`config.mk`:
```
export PLATFORM = sky130hd
export DESIGN_NAME = rfpa_regs
export DESIGN_NICKNAME = d
export VERILOG_FILES = /design/src/common/rfpa_pkg.sv /design/src/rtl/rfpa_table_mem.sv /design/src/rtl/rfpa_regs.sv
export VERILOG_INCLUDE_DIRS = /design/src /design/src/common
export SDC_FILE = /design/constraint.sdc
export NUM_CORES = 1
export LEC_CHECK = 0
export ABC_AREA = 1
export ABC_CLOCK_PERIOD_IN_PS = 2230
export BUFFER_PORTS_ARGS = -buffer_cell sky130_fd_sc_hd__buf_2
export CAP_MARGIN = 25
export CORE_ASPECT_RATIO = 0.6
export CORE_UTILIZATION = 52
export CTS_CLUSTER_DIAMETER = 30
export DETAILED_ROUTE_END_ITERATION = 6
export PLACE_DENSITY = 0.81
export SLEW_MARGIN = 5
export SYNTH_ARGS = -nofsm -noshare
export SYNTH_HDL_FRONTEND = slang
export SYNTH_SLANG_ARGS = --single-unit
```
`constraint.sdc`:
```
create_clock -name ref_clk -period 2.23 [get_ports ref_clk]
set_input_delay 0.3345 -clock ref_clk [delete_from_list [all_inputs] [get_ports ref_clk]]
set_output_delay 0.3345 -clock ref_clk [all_outputs]
set_load 0.01 [all_outputs]
```
`src/common/rfpa_defs.svh`:
```
// register offsets, field positions, reset values and timing counts for the
// front-end power select and synthesizer calibration register bank
// assumes: included by bare name from the rfpa_regs design module only
`ifndef RFPA_DEFS_SVH
`define RFPA_DEFS_SVH

// ---------------------------------------------------------------------------
// register offsets
// ---------------------------------------------------------------------------
`define RFPA_ADDR_RX_BIAS      6'h21
`define RFPA_ADDR_TX_PWR_SEL   6'h22
`define RFPA_ADDR_SYNTH_CAL_A  6'h23

// ---------------------------------------------------------------------------
// reset values and writable-bit masks
// ---------------------------------------------------------------------------
`define RFPA_RST_RX_BIAS       8'h56
`define RFPA_RST_TX_PWR_SEL    8'h10
`define RFPA_RST_SYNTH_CAL_A   8'ha9
`define RFPA_MASK_RX_BIAS      8'hff
`define RFPA_MASK_TX_PWR_SEL   8'h37
`define RFPA_MASK_SYNTH_CAL_A  8'hff

// ---------------------------------------------------------------------------
// field positions
// ---------------------------------------------------------------------------
`define RFPA_LNA_BIAS_MSB      7
`define RFPA_LNA_BIAS_LSB      6
`define RFPA_MIX_FEED_MSB      5
`define RFPA_MIX_FEED_LSB      4
`define RFPA_RX_LO_MSB         3
`define RFPA_RX_LO_LSB         2
`define RFPA_MIXER_MSB         1
`define RFPA_MIXER_LSB         0
`define RFPA_TX_LO_MSB         5
`define RFPA_TX_LO_LSB         4
`define RFPA_AMP_IDX_MSB       2
`define RFPA_AMP_IDX_LSB       0
`define RFPA_CAL_CFG_MSB       7
`define RFPA_CAL_CFG_LSB       6
`define RFPA_CP_EN_MSB         5
`define RFPA_CP_EN_LSB         4
`define RFPA_CP_RES_MSB        3
`define RFPA_CP_RES_LSB        0
`define RFPA_CP_EN_ON          2'h1

// ---------------------------------------------------------------------------
// timing counts in ref_clk cycles, and the power table depth in entries
// ---------------------------------------------------------------------------
`define RFPA_RAMP_DIV          16
`define RFPA_TABLE_DEPTH       8
`define RFPA_VCO_STAGE_CYC     64
`define RFPA_CP_STAGE_CYC      64

`endif

```
`src/common/rfpa_pkg.sv`:
```
// types shared by the power select and calibration register bank
// assumes: nothing beyond the defs header
package rfpa_pkg;
    // synthesizer calibration sequencer states
    typedef enum logic [1:0] {
        RFPA_CAL_IDLE,
        RFPA_CAL_VCO,
        RFPA_CAL_CP,
        RFPA_CAL_DONE
    } rfpa_cal_state_t;
endpackage : rfpa_pkg

```
`src/rtl/rfpa_table_mem.sv`:
```
// power level table: small memory with one write port and a registered read
// assumes: one clock, write and read may hit the same entry in one cycle
`timescale 1ns/1ps
module rfpa_table_mem #(
    parameter int DEPTH = 8,
    parameter int WIDTH = 8
) (
    // clock and reset
    input  wire logic                     ref_clk,
    input  wire logic                     sys_rst,
    // write port
    input  wire logic                     wr_en,
    input  wire logic [$clog2(DEPTH)-1:0] wr_idx,
    input  wire logic [WIDTH-1:0]         wr_data,
    // read port
    input  wire logic [$clog2(DEPTH)-1:0] rd_idx,
    output logic      [WIDTH-1:0]         rd_data_q
);
    logic [WIDTH-1:0] mem_q [DEPTH];

    // index ports need at least one bit
    if (DEPTH < 2 || WIDTH < 1) begin : g_bad_param
        $error("rfpa_table_mem: unsupported parameter value");
    end

    // storage has no reset; contents are software's to load
    always_ff @(posedge ref_clk) begin
        if (wr_en) begin
            mem_q[wr_idx] <= wr_data;
        end
    end

    // read data from a flop so the amplifier setting never glitches
    always_ff @(posedge ref_clk or posedge sys_rst) begin
        if (sys_rst) begin
            rd_data_q <= '0;
        end else begin
            rd_data_q <= mem_q[rd_idx];
        end
    end
endmodule : rfpa_table_mem

```
`src/rtl/rfpa_regs.sv`:
```
// front-end bias trims, power table entry selection with ramping, and the
// charge pump calibration result register with a small calibration sequencer
// assumes: register port is synchronous to ref_clk; analog side supplies a
// charge pump code and consumes the bias fields and table setting
`timescale 1ns/1ps
`include "rfpa_defs.svh"
module rfpa_regs
    import rfpa_pkg::*;
#(
    parameter int RAMP_DIV     = `RFPA_RAMP_DIV,
    parameter int VCO_STAGE    = `RFPA_VCO_STAGE_CYC,
    parameter int CP_STAGE     = `RFPA_CP_STAGE_CYC,
    parameter int TABLE_DEPTH  = `RFPA_TABLE_DEPTH
) (
    // clock and reset
    input  wire logic       ref_clk,
    input  wire logic       sys_rst,
    // register port
    input  wire logic [5:0] reg_addr,
    input  wire logic       reg_wr_en,
    input  wire logic [7:0] reg_wdata,
    input  wire logic       reg_rd_en,
    output logic      [7:0] reg_rdata_q,
    // power table load port
    input  wire logic       tbl_wr_en,
    input  wire logic [2:0] tbl_wr_idx,
    input  wire logic [7:0] tbl_wdata,
    // transmit control
    input  wire logic       tx_active,
    input  wire logic       tx_keyed_mode,
    input  wire logic       tx_symbol,
    output logic      [2:0] pa_entry_q,
    output logic      [7:0] pa_setting_q,
    output logic            pa_ramp_idle,
    // calibration control
    input  wire logic       cal_start,
    input  wire logic [3:0] cal_cp_code,
    output logic            cal_busy,
    output logic            cal_cp_stage,
    // front-end trims
    output logic      [1:0] low_noise_amp_bias,
    output logic      [1:0] amp_to_mixer_bias,
    output logic      [1:0] rx_local_osc_buffer_bias,
    output logic      [1:0] mixer_bias,
    output logic      [1:0] tx_local_osc_buffer_bias,
    output logic      [2:0] amp_level_index,
    output logic      [1:0] synth_cal_config,
    output logic      [1:0] charge_pump_cal_enable,
    output logic      [3:0] synth_cal_result_a
);
    // ------------------------------------------------------------------
    // parameter checks
    // ------------------------------------------------------------------
    // counters are 16 bits wide and the entry register holds only 3 bits
    if (RAMP_DIV < 1 || RAMP_DIV > 65536 || VCO_STAGE < 1 || CP_STAGE < 1
        || VCO_STAGE > 65536 || CP_STAGE > 65536 || TABLE_DEPTH != 8) begin : g_bad_param
        $error("rfpa_regs: unsupported parameter value");
    end

    logic [7:0]      rx_bias_q;
    logic [7:0]      tx_sel_q;
    logic [7:0]      cal_a_q;
    logic [15:0]     ramp_cnt_q;
    logic            ramp_tick;
    logic [2:0]      target;
    rfpa_cal_state_t cal_state_q;
    logic [15:0]     stage_cnt_q;
    logic            cp_run_q;
    logic            cp_load;

    // ------------------------------------------------------------------
    // register decode
    // ------------------------------------------------------------------
    // writable-bit mask per offset; zero marks an unmapped offset
    function automatic logic [7:0] reg_mask(input logic [5:0] a);
        unique case (a)
            `RFPA_ADDR_RX_BIAS:     reg_mask = `RFPA_MASK_RX_BIAS;
            `RFPA_ADDR_TX_PWR_SEL:  reg_mask = `RFPA_MASK_TX_PWR_SEL;
            `RFPA_ADDR_SYNTH_CAL_A: reg_mask = `RFPA_MASK_SYNTH_CAL_A;
            default:                reg_mask = 8'h00;
        endcase
    endfunction : reg_mask

    always_ff @(posedge ref_clk or posedge sys_rst) begin
        if (sys_rst) begin
            rx_bias_q <= `RFPA_RST_RX_BIAS;
        end else if (reg_wr_en && reg_addr == `RFPA_ADDR_RX_BIAS) begin
            rx_bias_q <= reg_wdata & reg_mask(reg_addr);
        end
    end

    always_ff @(posedge ref_clk or posedge sys_rst) begin
        if (sys_rst) begin
            tx_sel_q <= `RFPA_RST_TX_PWR_SEL;
        end else if (reg_wr_en && reg_addr == `RFPA_ADDR_TX_PWR_SEL) begin
            tx_sel_q <= reg_wdata & reg_mask(reg_addr);
        end
    end

    // result readable and writable
    // the sequencer's load wins over a software write to the result bits in the same cycle,
    // since a fresh measurement is worth more than a stale restore
    always_ff @(posedge ref_clk or posedge sys_rst) begin
        if (sys_rst) begin
            cal_a_q <= `RFPA_RST_SYNTH_CAL_A;
        end else begin
            if (reg_wr_en && reg_addr == `RFPA_ADDR_SYNTH_CAL_A) begin
                cal_a_q <= reg_wdata & reg_mask(reg_addr);
            end
            if (cp_load) begin
                cal_a_q[`RFPA_CP_RES_MSB:`RFPA_CP_RES_LSB] <= cal_cp_code;
            end
        end
    end

    always_ff @(posedge ref_clk or posedge sys_rst) begin
        if (sys_rst) begin
            reg_rdata_q <= 8'h00;
        end else if (reg_rd_en) begin
            unique case (reg_addr)
                `RFPA_ADDR_RX_BIAS:     reg_rdata_q <= rx_bias_q & reg_mask(reg_addr);
                `RFPA_ADDR_TX_PWR_SEL:  reg_rdata_q <= tx_sel_q & reg_mask(reg_addr);
                `RFPA_ADDR_SYNTH_CAL_A: reg_rdata_q <= cal_a_q & reg_mask(reg_addr);
                default:                reg_rdata_q <= 8'h00;
            endcase
        end
    end

    // field outputs straight from the register flops
    assign low_noise_amp_bias       = rx_bias_q[`RFPA_LNA_BIAS_MSB:`RFPA_LNA_BIAS_LSB];
    assign amp_to_mixer_bias        = rx_bias_q[`RFPA_MIX_FEED_MSB:`RFPA_MIX_FEED_LSB];
    assign rx_local_osc_buffer_bias = rx_bias_q[`RFPA_RX_LO_MSB:`RFPA_RX_LO_LSB];
    assign mixer_bias               = rx_bias_q[`RFPA_MIXER_MSB:`RFPA_MIXER_LSB];
    assign tx_local_osc_buffer_bias = tx_sel_q[`RFPA_TX_LO_MSB:`RFPA_TX_LO_LSB];
    assign amp_level_index          = tx_sel_q[`RFPA_AMP_IDX_MSB:`RFPA_AMP_IDX_LSB];
    assign synth_cal_config         = cal_a_q[`RFPA_CAL_CFG_MSB:`RFPA_CAL_CFG_LSB];
    assign charge_pump_cal_enable   = cal_a_q[`RFPA_CP_EN_MSB:`RFPA_CP_EN_LSB];
    assign synth_cal_result_a       = cal_a_q[`RFPA_CP_RES_MSB:`RFPA_CP_RES_LSB];

    // ------------------------------------------------------------------
    // power table stepping
    // ------------------------------------------------------------------
    // ramp step rate: one-cycle enable from a free divider
    always_ff @(posedge ref_clk or posedge sys_rst) begin
        if (sys_rst) begin
            ramp_cnt_q <= 16'h0000;
        end else if (ramp_tick) begin
            ramp_cnt_q <= 16'h0000;
        end else begin
            ramp_cnt_q <= ramp_cnt_q + 16'h0001;
        end
    end
    assign ramp_tick = (ramp_cnt_q == 16'(RAMP_DIV - 1));

    always_comb begin
        if (!tx_active || (tx_keyed_mode && !tx_symbol)) begin
            target = 3'h0;
        end else begin
            target = amp_level_index;
        end
    end

    // step one entry per tick
    // walking one entry at a time gives the shaped edge and the ramps alike;
    // an index lowered mid-frame walks down the same way, never jumps
    always_ff @(posedge ref_clk or posedge sys_rst) begin
        if (sys_rst) begin
            pa_entry_q <= 3'h0;
        end else if (ramp_tick) begin
            if (pa_entry_q < target) begin
                pa_entry_q <= pa_entry_q + 3'h1;
            end else if (pa_entry_q > target) begin
                pa_entry_q <= pa_entry_q - 3'h1;
            end
        end
    end
    assign pa_ramp_idle = (pa_entry_q == target);

    rfpa_table_mem #(
        .DEPTH (TABLE_DEPTH),
        .WIDTH (8)
    ) u_table (
        .ref_clk   (ref_clk),
        .sys_rst   (sys_rst),
        .wr_en     (tbl_wr_en),
        .wr_idx    (tbl_wr_idx),
        .wr_data   (tbl_wdata),
        .rd_idx    (pa_entry_q),
        .rd_data_q (pa_setting_q)
    );

    // ------------------------------------------------------------------
    // calibration sequencer
    // ------------------------------------------------------------------
    // charge pump stage gated
    // enable is sampled at start so a mid-run write cannot split a stage
    always_ff @(posedge ref_clk or posedge sys_rst) begin
        if (sys_rst) begin
            cal_state_q <= RFPA_CAL_IDLE;
            stage_cnt_q <= 16'h0000;
            cp_run_q    <= 1'b0;
        end else begin
            unique case (cal_state_q)
                RFPA_CAL_IDLE: begin
                    if (cal_start) begin
                        cal_state_q <= RFPA_CAL_VCO;
                        stage_cnt_q <= 16'(VCO_STAGE - 1);
                        cp_run_q    <= (charge_pump_cal_enable == `RFPA_CP_EN_ON);
                    end
                end
                RFPA_CAL_VCO: begin
                    if (stage_cnt_q != 16'h0000) begin
                        stage_cnt_q <= stage_cnt_q - 16'h0001;
                    end else if (cp_run_q) begin
                        cal_state_q <= RFPA_CAL_CP;
                        stage_cnt_q <= 16'(CP_STAGE - 1);
                    end else begin
                        cal_state_q <= RFPA_CAL_DONE;
                    end
                end
                RFPA_CAL_CP: begin
                    if (stage_cnt_q != 16'h0000) begin
                        stage_cnt_q <= stage_cnt_q - 16'h0001;
                    end else begin
                        cal_state_q <= RFPA_CAL_DONE;
                    end
                end
                RFPA_CAL_DONE: begin
                    cal_state_q <= RFPA_CAL_IDLE;
                end
            endcase
        end
    end
    assign cp_load      = (cal_state_q == RFPA_CAL_CP) && (stage_cnt_q == 16'h0000);
    assign cal_busy     = (cal_state_q != RFPA_CAL_IDLE);
    assign cal_cp_stage = (cal_state_q == RFPA_CAL_CP);
endmodule : rfpa_regs

```
=== Word-level counts from Yosys, hierarchy flattened ===
Memory sizes are Yosys's and may differ from the RTL's. A register that Yosys moved wholly into a read port is not among the register bits.
Cells that the tools add are included.

* Add/subtract/negate cells: 4
* Order comparisons: 2
* Equality and inequality tests: 14
* Muxes and demuxes: 29
* Bitwise gates (word level): 6
* Reduce and logical (&&, ||, !) cells: 20

{| class="wikitable"
|+ Operators with widths
! operator !! number
|-
| $mux W16 || 5
|-
| $mux W8 || 9
|-
| $and A8 B8 Y8 || 6
|-
| $pmux W16 S3 || 1
|-
| $pmux W8 S3 || 1
|-
| $eq A6 B6 Y1 const B || 3
|-
| $add A16 B1 Y16 const B || 1
|-
| $eq A16 B4 Y1 const B || 1
|-
| $logic_not A16 Y1 || 1
|-
| $pmux W8 S2 || 1
|-
| $reduce_bool A16 Y1 || 1
|-
| $sub A16 B1 Y16 const B || 1
|-
| $mux W3 || 3
|-
| $mux W4 || 2
|-
| $pmux W2 S4 || 1
|-
| $mux W2 || 3
|-
| $ne A2 B2 Y1 const B || 3
|-
| $reduce_bool A2 Y1 || 3
|-
| $logic_and A1 B1 Y1 || 5
|-
| $eq A2 B1 Y1 const B || 2
|-
| $eq A2 B2 Y1 const B || 2
|-
| $reduce_and A2 Y1 || 2
|-
| $reduce_and A4 Y1 || 1
|-
| $add A3 B1 Y3 const B || 1
|-
| other kinds (13) || 16
|}

* Register bits: 70
* Memory bits (writable): 64
* Input bits: 38
* Output and inout bits: 43
* Logic and storage cells: 86
* Memories kept: 1

{| class="wikitable"
|+ Memories
! name !! depth !! width !! rd ports !! clocked after Yosys merged registers in !! write ports !! RTL line !! source
|-
| u_table.mem_q || 8 || 8 || 1 || 1 || 1 || rfpa_table_mem.sv:19 || <nowiki>logic [WIDTH-1:0] mem_q [DEPTH];</nowiki>
|}

=== Logic depth before layout (Yosys ltp) ===
* Depth in word-level cells: 7
* Mapped depth: 14
* Mapped depth without buffers: 13

=== Hierarchy ===
Synthesis repeated with hierarchy kept, for this count alone.

* Cells, all modules: 786
* Area total of the unflattened synthesis: 6744.0 um^2

{| class="wikitable"
|+ By module, submodules not included
! module !! times used !! cells each !! area an instance (um^2) !! seq. area each (um^2)
|-
| rfpa_regs || 1 || 482 || 3649.8 || 1687.9
|-
| rfpa_table_mem || 1 || 304 || 3094.2 || 2122.0
|}

=== Least setup slack after synthesis ===
Ideal clock, no wire load.

* Path type: register to register
* From: reg pa_entry_q[0]
* To: reg pa_entry_q[2]
* Library setup time: 129 ps
* Arrival time: 2189 ps
* Data required time: 2101 ps
* Setup slack: -88 ps
* Cell stages (with the launch flop): 10
* Path buffers: 2
* Period minus slack after synthesis: 2318 ps
* Cell sequence: dfrtp_1 -> clkbuf_1 -> clkinv_1 -> clkbuf_1 -> ha_1 -> o21ai_0 -> fa_1 -> xnor3_1 -> nand2_1 -> o21ai_0

* Longest elaborated chain between the ends: 3
* Elaborated cells between the ends (all ways): 8
* Those cells by class: add/sub: 2; order compare: 2; mux: 2; reduce/logical: 2

{| class="wikitable"
|+ Ends and longest elaborated chain
! element !! RTL line !! source
|-
| start, declared || rfpa_regs.sv:32 || <nowiki>output logic [2:0] pa_entry_q,</nowiki>
|-
| start signal, assigned || rfpa_regs.sv:171 || <nowiki>pa_entry_q <= pa_entry_q + 3'h1;</nowiki>
|-
| start signal, assigned || rfpa_regs.sv:173 || <nowiki>pa_entry_q <= pa_entry_q - 3'h1;</nowiki>
|-
| $sub A3 B1 Y3, or another cell as far along || rfpa_regs.sv:173 ||
|-
| $mux W3 or $reduce_bool A2 Y1 (tied branches) || n/a ||
|-
| $mux W3 or $reduce_and A2 Y1 (tied branches) || n/a ||
|}

Several ways; a longest one is shown, not always the timed one. The select of a mux whose other input is x is not followed.
A chain may end at the register's enable or synchronous reset.

=== Final worst setup path ===
* From: reg tx_sel_q[2]
* To: reg pa_entry_q[2]

* Longest elaborated chain between the ends: 4
* Elaborated cells between the ends (all ways): 6
* Those cells by class: order compare: 2; mux: 2; reduce/logical: 2

{| class="wikitable"
|+ Ends and longest elaborated chain
! element !! RTL line !! source
|-
| start, declared || rfpa_regs.sv:61 || <nowiki>logic [7:0] tx_sel_q;</nowiki>
|-
| start signal, assigned || rfpa_regs.sv:94 || <nowiki>tx_sel_q <= `RFPA_RST_TX_PWR_SEL;</nowiki>
|-
| start signal, assigned || rfpa_regs.sv:96 || <nowiki>tx_sel_q <= reg_wdata & reg_mask(reg_addr);</nowiki>
|-
| $mux W3 * || rfpa_regs.sv:156 || <nowiki>if (!tx_active || (tx_keyed_mode && !tx_symbol)) begin</nowiki>
|-
| $lt A3 B3 Y1 or $gt A3 B3 Y1 (tied branches) || rfpa_regs.sv:170, rfpa_regs.sv:172 ||
|-
| $reduce_bool A2 Y1 (no line) || n/a ||
|-
| $reduce_and A2 Y1 (no line) || n/a ||
|}

Every way passes the cells marked *; elsewhere a longest branch is shown, timed or not.

==> insert_results.sql <==
INSERT INTO impl_metrics (metric_group, metric, value, unit) VALUES
('outcome', 'status', 'finished with violations', ''),
('outcome', 'violations_in_the_final_reports', 'hold timing', ''),
('clock_network', 'cts.htree.levels', '4', ''),
('power', 'power_report.internal_total', '4.97', 'mW'),
('power', 'power.combinational.fraction', '18.5', '%'),
('job', 'drv.max_cap_violation_count', '0', ''),
('worst_setup_path', 'critPathKind', 'reg -> reg', ''),
('worst_setup_path', 'r2r_end', 'pa_entry_q[2]', ''),
('global_routing', 'gr-total-overflow', '0', ''),
('global_routing', 'maximum_number_of_pins_on_one_net_before_global_route_repair', '76', ''),
('synthesis', 'yosysTopAreaCell', 'edfxtp_1', ''),
('synthesis', 'synth.cells.most_frequent', 'nand2_1 (169), nor2_1 (93), inv_1 (75)', ''),
('worst_setup_path', 'cp_data_arrival_time', '2.35', 'ns'),
('timing', 'max_clock_freq', '0.486', 'GHz'),
('synthesis', 'yosys.area.top_type_share', '29.9', '%'),
('detailed_routing', 'vias_per_cell', '5.39', ''),
('detailed_routing', 'drc', '0', ''),
('worst_setup_path', 'timing.critical_path.fanout_max', '4', ''),
('synthesis', 'ys_seq_area_share', '59.3', '%'),
('synthesis', 'ys_types', '38', ''),
('clock_network', 'cts_buffers', '17', ''),
('cells_and_area', 'fraction_of_layout_instances_using_a_drive_strength_above_1', '19.7', '%'),
('power', 'vdd.ir_drop.worst', '0.578', 'mV'),
('synthesis', 'synth.top_cells.by_area', 'edfxtp_1 (30%), dfrtp_1 (26%), nand2_1 (9.9%)', ''),
('clock_network', 'cts.repair_timing.setup_buffer_count', '0', ''),
('power', 'p_sw', '2.04', 'mW'),
('detailed_routing', 'drt_first_pass_iters', '6', ''),
('power', 'share_clk_of_total_power', '39.2', '%'),
('die', 'placement_rows', '31', ''),
('worst_setup_path', 'worst_setup_path_end_kind', 'flip-flop', ''),
('detailed_routing', 'postRouteAntennaNets', '0', ''),
('detailed_routing', 'average_wire_per_standard_cell', '15.8', 'um'),
('global_routing', 'grt_antenna_before_repair', '0', ''),
('placement', 'dpl.hpwl', '10.4', 'mm'),
('worst_setup_path', 'r2r_cells', '8', ''),
('synthesis', 'post_synth.cell_area_avg', '9.43', 'um2'),
('timing', 'fin_worst_hold_slack', '-0.0143', 'ns'),
('power', 'power_density', '915', 'mW/mm2'),
('die', 'die_width', '145', 'um'),
('timing', 'actual_transition_at_the_worst_max_transition_pin', '0.466', 'ns'),
('placement', 'gp_weighted_congestion', '0.888', ''),
('cells_and_area', 'ant_diodes', '0', ''),
('worst_setup_path', 'reg2reg_setup_slack', '0.17', 'ns'),
('global_routing', 'globalRouteTotalUtil', '24.9', '%'),
('timing', 'max_slew_margin', '68.7', '%'),
('clock_network', 'clock_sink_count', '139', ''),
('die', 'initial_utilization', '53.2', '%'),
('worst_setup_path', 'critical_path.startpoint', 'tx_sel_q[2]', ''),
('power', 'p_sw_share', '29.0', '%'),
('clock_network', 'cts_hold_buffers', '0', ''),
('detailed_routing', 'drt_first_iter_violations', '464', ''),
('worst_setup_path', 'crit_required', '2.53', 'ns'),
('die', 'dieHeight', '88.1', 'um'),
('cells_and_area', 'layout-area-overhead-vs-synth', '19.3', '%'),
('timing', 'post-route-min-period', '2.06', 'ns'),
('placement', 'portBuffers', '80', ''),
('timing', 'layout_worst_path_cycle_share', '92.2', '%'),
('timing', 'hold_viol', '3', ''),
('synthesis', 'synth_flop_cell', 'dfrtp_1', ''),
('die', 'die-area', '0.0128', 'mm2'),
('die', 'core', '0.0121', 'mm2'),
('power', 'post-layout-total-power', '7.01', 'mW'),
('worst_setup_path', 'capturing_instance_or_port_of_the_critical_path', 'pa_entry_q[2]', ''),
('clock_network', 'cts_root_buf', 'clkbuf_16', ''),
('worst_setup_path', 'critical_path.reg2reg.startpoint', 'tx_sel_q[2]', ''),
('detailed_routing', 'routed_wire_length', '15.2', 'mm'),
('synthesis', 'synth-seq-cells', '139', ''),
('clock_network', 'cts_buffer_depth', '2', ''),
('synthesis', 'synth_edf_count', '64', ''),
('worst_setup_path', 'worst_setup_path_start_kind', 'flip-flop', ''),
('synthesis', 'ys_async_sr_fraction', '54.0', '%');
## layer usage
metal	up-vias	share of wire, %	global-route usage (%)
li1	2445	-	-
met1	2511	46	35.4
met2	180	45	36.9
met3	23	7.8	7.03
met4	0	1.3	8.61
met5	-	0	0
## metrics by stage
step                util (%)  cell area (um2)  setup slack [ns]  instances  setup TNS [ns]
floorplan                  -             6420          0.000419        681               0
global placement        58.7             7080            0.0871        926               0
detailed placement      58.7             7080           -0.0290        926         -0.0290
CTS                     63.5             7660             0.173        958               0
global route            63.5             7660            0.0408        958               0
finish                  63.5             7660             0.174        958               0
## area by class of cell
class | instances | area [um2] | area share (%)
Clock buffer | 26 | 520 | 6.80
Timing Repair Buffer | 96 | 533 | 6.96
Inverter | 80 | 303 | 3.95
Tap cell | 165 | 206 | 2.70
Multi-Input combinational cell | 446 | 2230 | 29.1
Clock inverter | 6 | 58.8 | 0.768
Sequential cell | 139 | 3810 | 49.7
## registers in the layout, indices dropped and copies added (netlist names)
| register | cells |
|---|---|
| tx_sel_q | 5 |
| rx_bias_q | 8 |
| cal_state_q | 2 |
| cal_a_q | 8 |
| cp_run_q | 1 |
| u_table.rd_data_q | 8 |
| ramp_cnt_q | 16 |
| reg_rdata_q | 8 |
| pa_entry_q | 3 |
| u_table.mem_q | 64 |
| stage_cnt_q | 16 |
## kinds of logic after synthesis
kind of cell	share of synthesized area, %
multiplexers	0.175
AO/OA/AOI/OAI	8.20
flip-flops	59.3
adder cells (fa/ha/maj)	2.07
buffers and inverters	5.98
XOR/XNOR	1.85
AND/OR/NAND/NOR	22.4
## cell usage in the layout (no fill, tap or decap), types with 3 or more instances in the layout
master | Yosys | final
clkinv_2 | 0 | 3
nand2_1 | 169 | 169
clkbuf_1 | 8 | 4
nor2_2 | 3 | 3
dfstp_2 | 9 | 9
o211ai_1 | 4 | 4
o32ai_1 | 16 | 16
nor2_4 | 5 | 5
buf_4 | 0 | 15
dfrtp_1 | 66 | 66
inv_2 | 2 | 3
o21ai_1 | 6 | 7
edfxtp_1 | 64 | 64
a21oi_1 | 15 | 15
clkbuf_16 | 0 | 18
nor3_1 | 8 | 8
or2_2 | 3 | 3
ha_1 | 9 | 9
o21ai_0 | 41 | 40
buf_2 | 5 | 80
nor4_1 | 5 | 5
clkbuf_8 | 0 | 4
xor2_1 | 10 | 10
a21o_1 | 3 | 3
nand3_1 | 31 | 31
inv_1 | 75 | 74
nand2_2 | 3 | 3
nor2_1 | 93 | 93
nand4_1 | 12 | 12
## power groups by stage
stage / Sequential, mW / Combinational, mW / Clock, mW
5_1_grt: 2.98 / 1.45 / 2.89
3_3_place_gp: 2.99 / 1.20 / 0
2_1_floorplan: 3.01 / 0.955 / 0
4_1_cts: 2.96 / 1.30 / 2.78
6_report: 2.96 / 1.30 / 2.75
3_5_place_dp: 3.01 / 1.28 / 0
## worst min-delay path by stage
stage	from	slack, ns	endpoint
3_5_place_dp	sys_rst	0.47	u_table.rd_data_q[1]
2_1_floorplan	tbl_wdata[0]	0.43	u_table.mem_q[0][0]
4_1_cts	sys_rst	0.03	u_table.rd_data_q[1]
3_3_place_gp	sys_rst	0.45	u_table.rd_data_q[1]
5_1_grt	sys_rst	0.04	u_table.rd_data_q[6]
6_report	sys_rst	-0.01	u_table.rd_data_q[1]
## critical path, cell delays in order (launching register included)
cell     delay (ns)
dfrtp_1        0.40
nand2_1        0.08
ha_1           0.31
a21oi_1        0.14
o21ai_1        0.13
fa_1           0.41
xnor3_1        0.34
nand2_1        0.06
o21ai_0        0.07
Power figures use the tool's default switching activity.
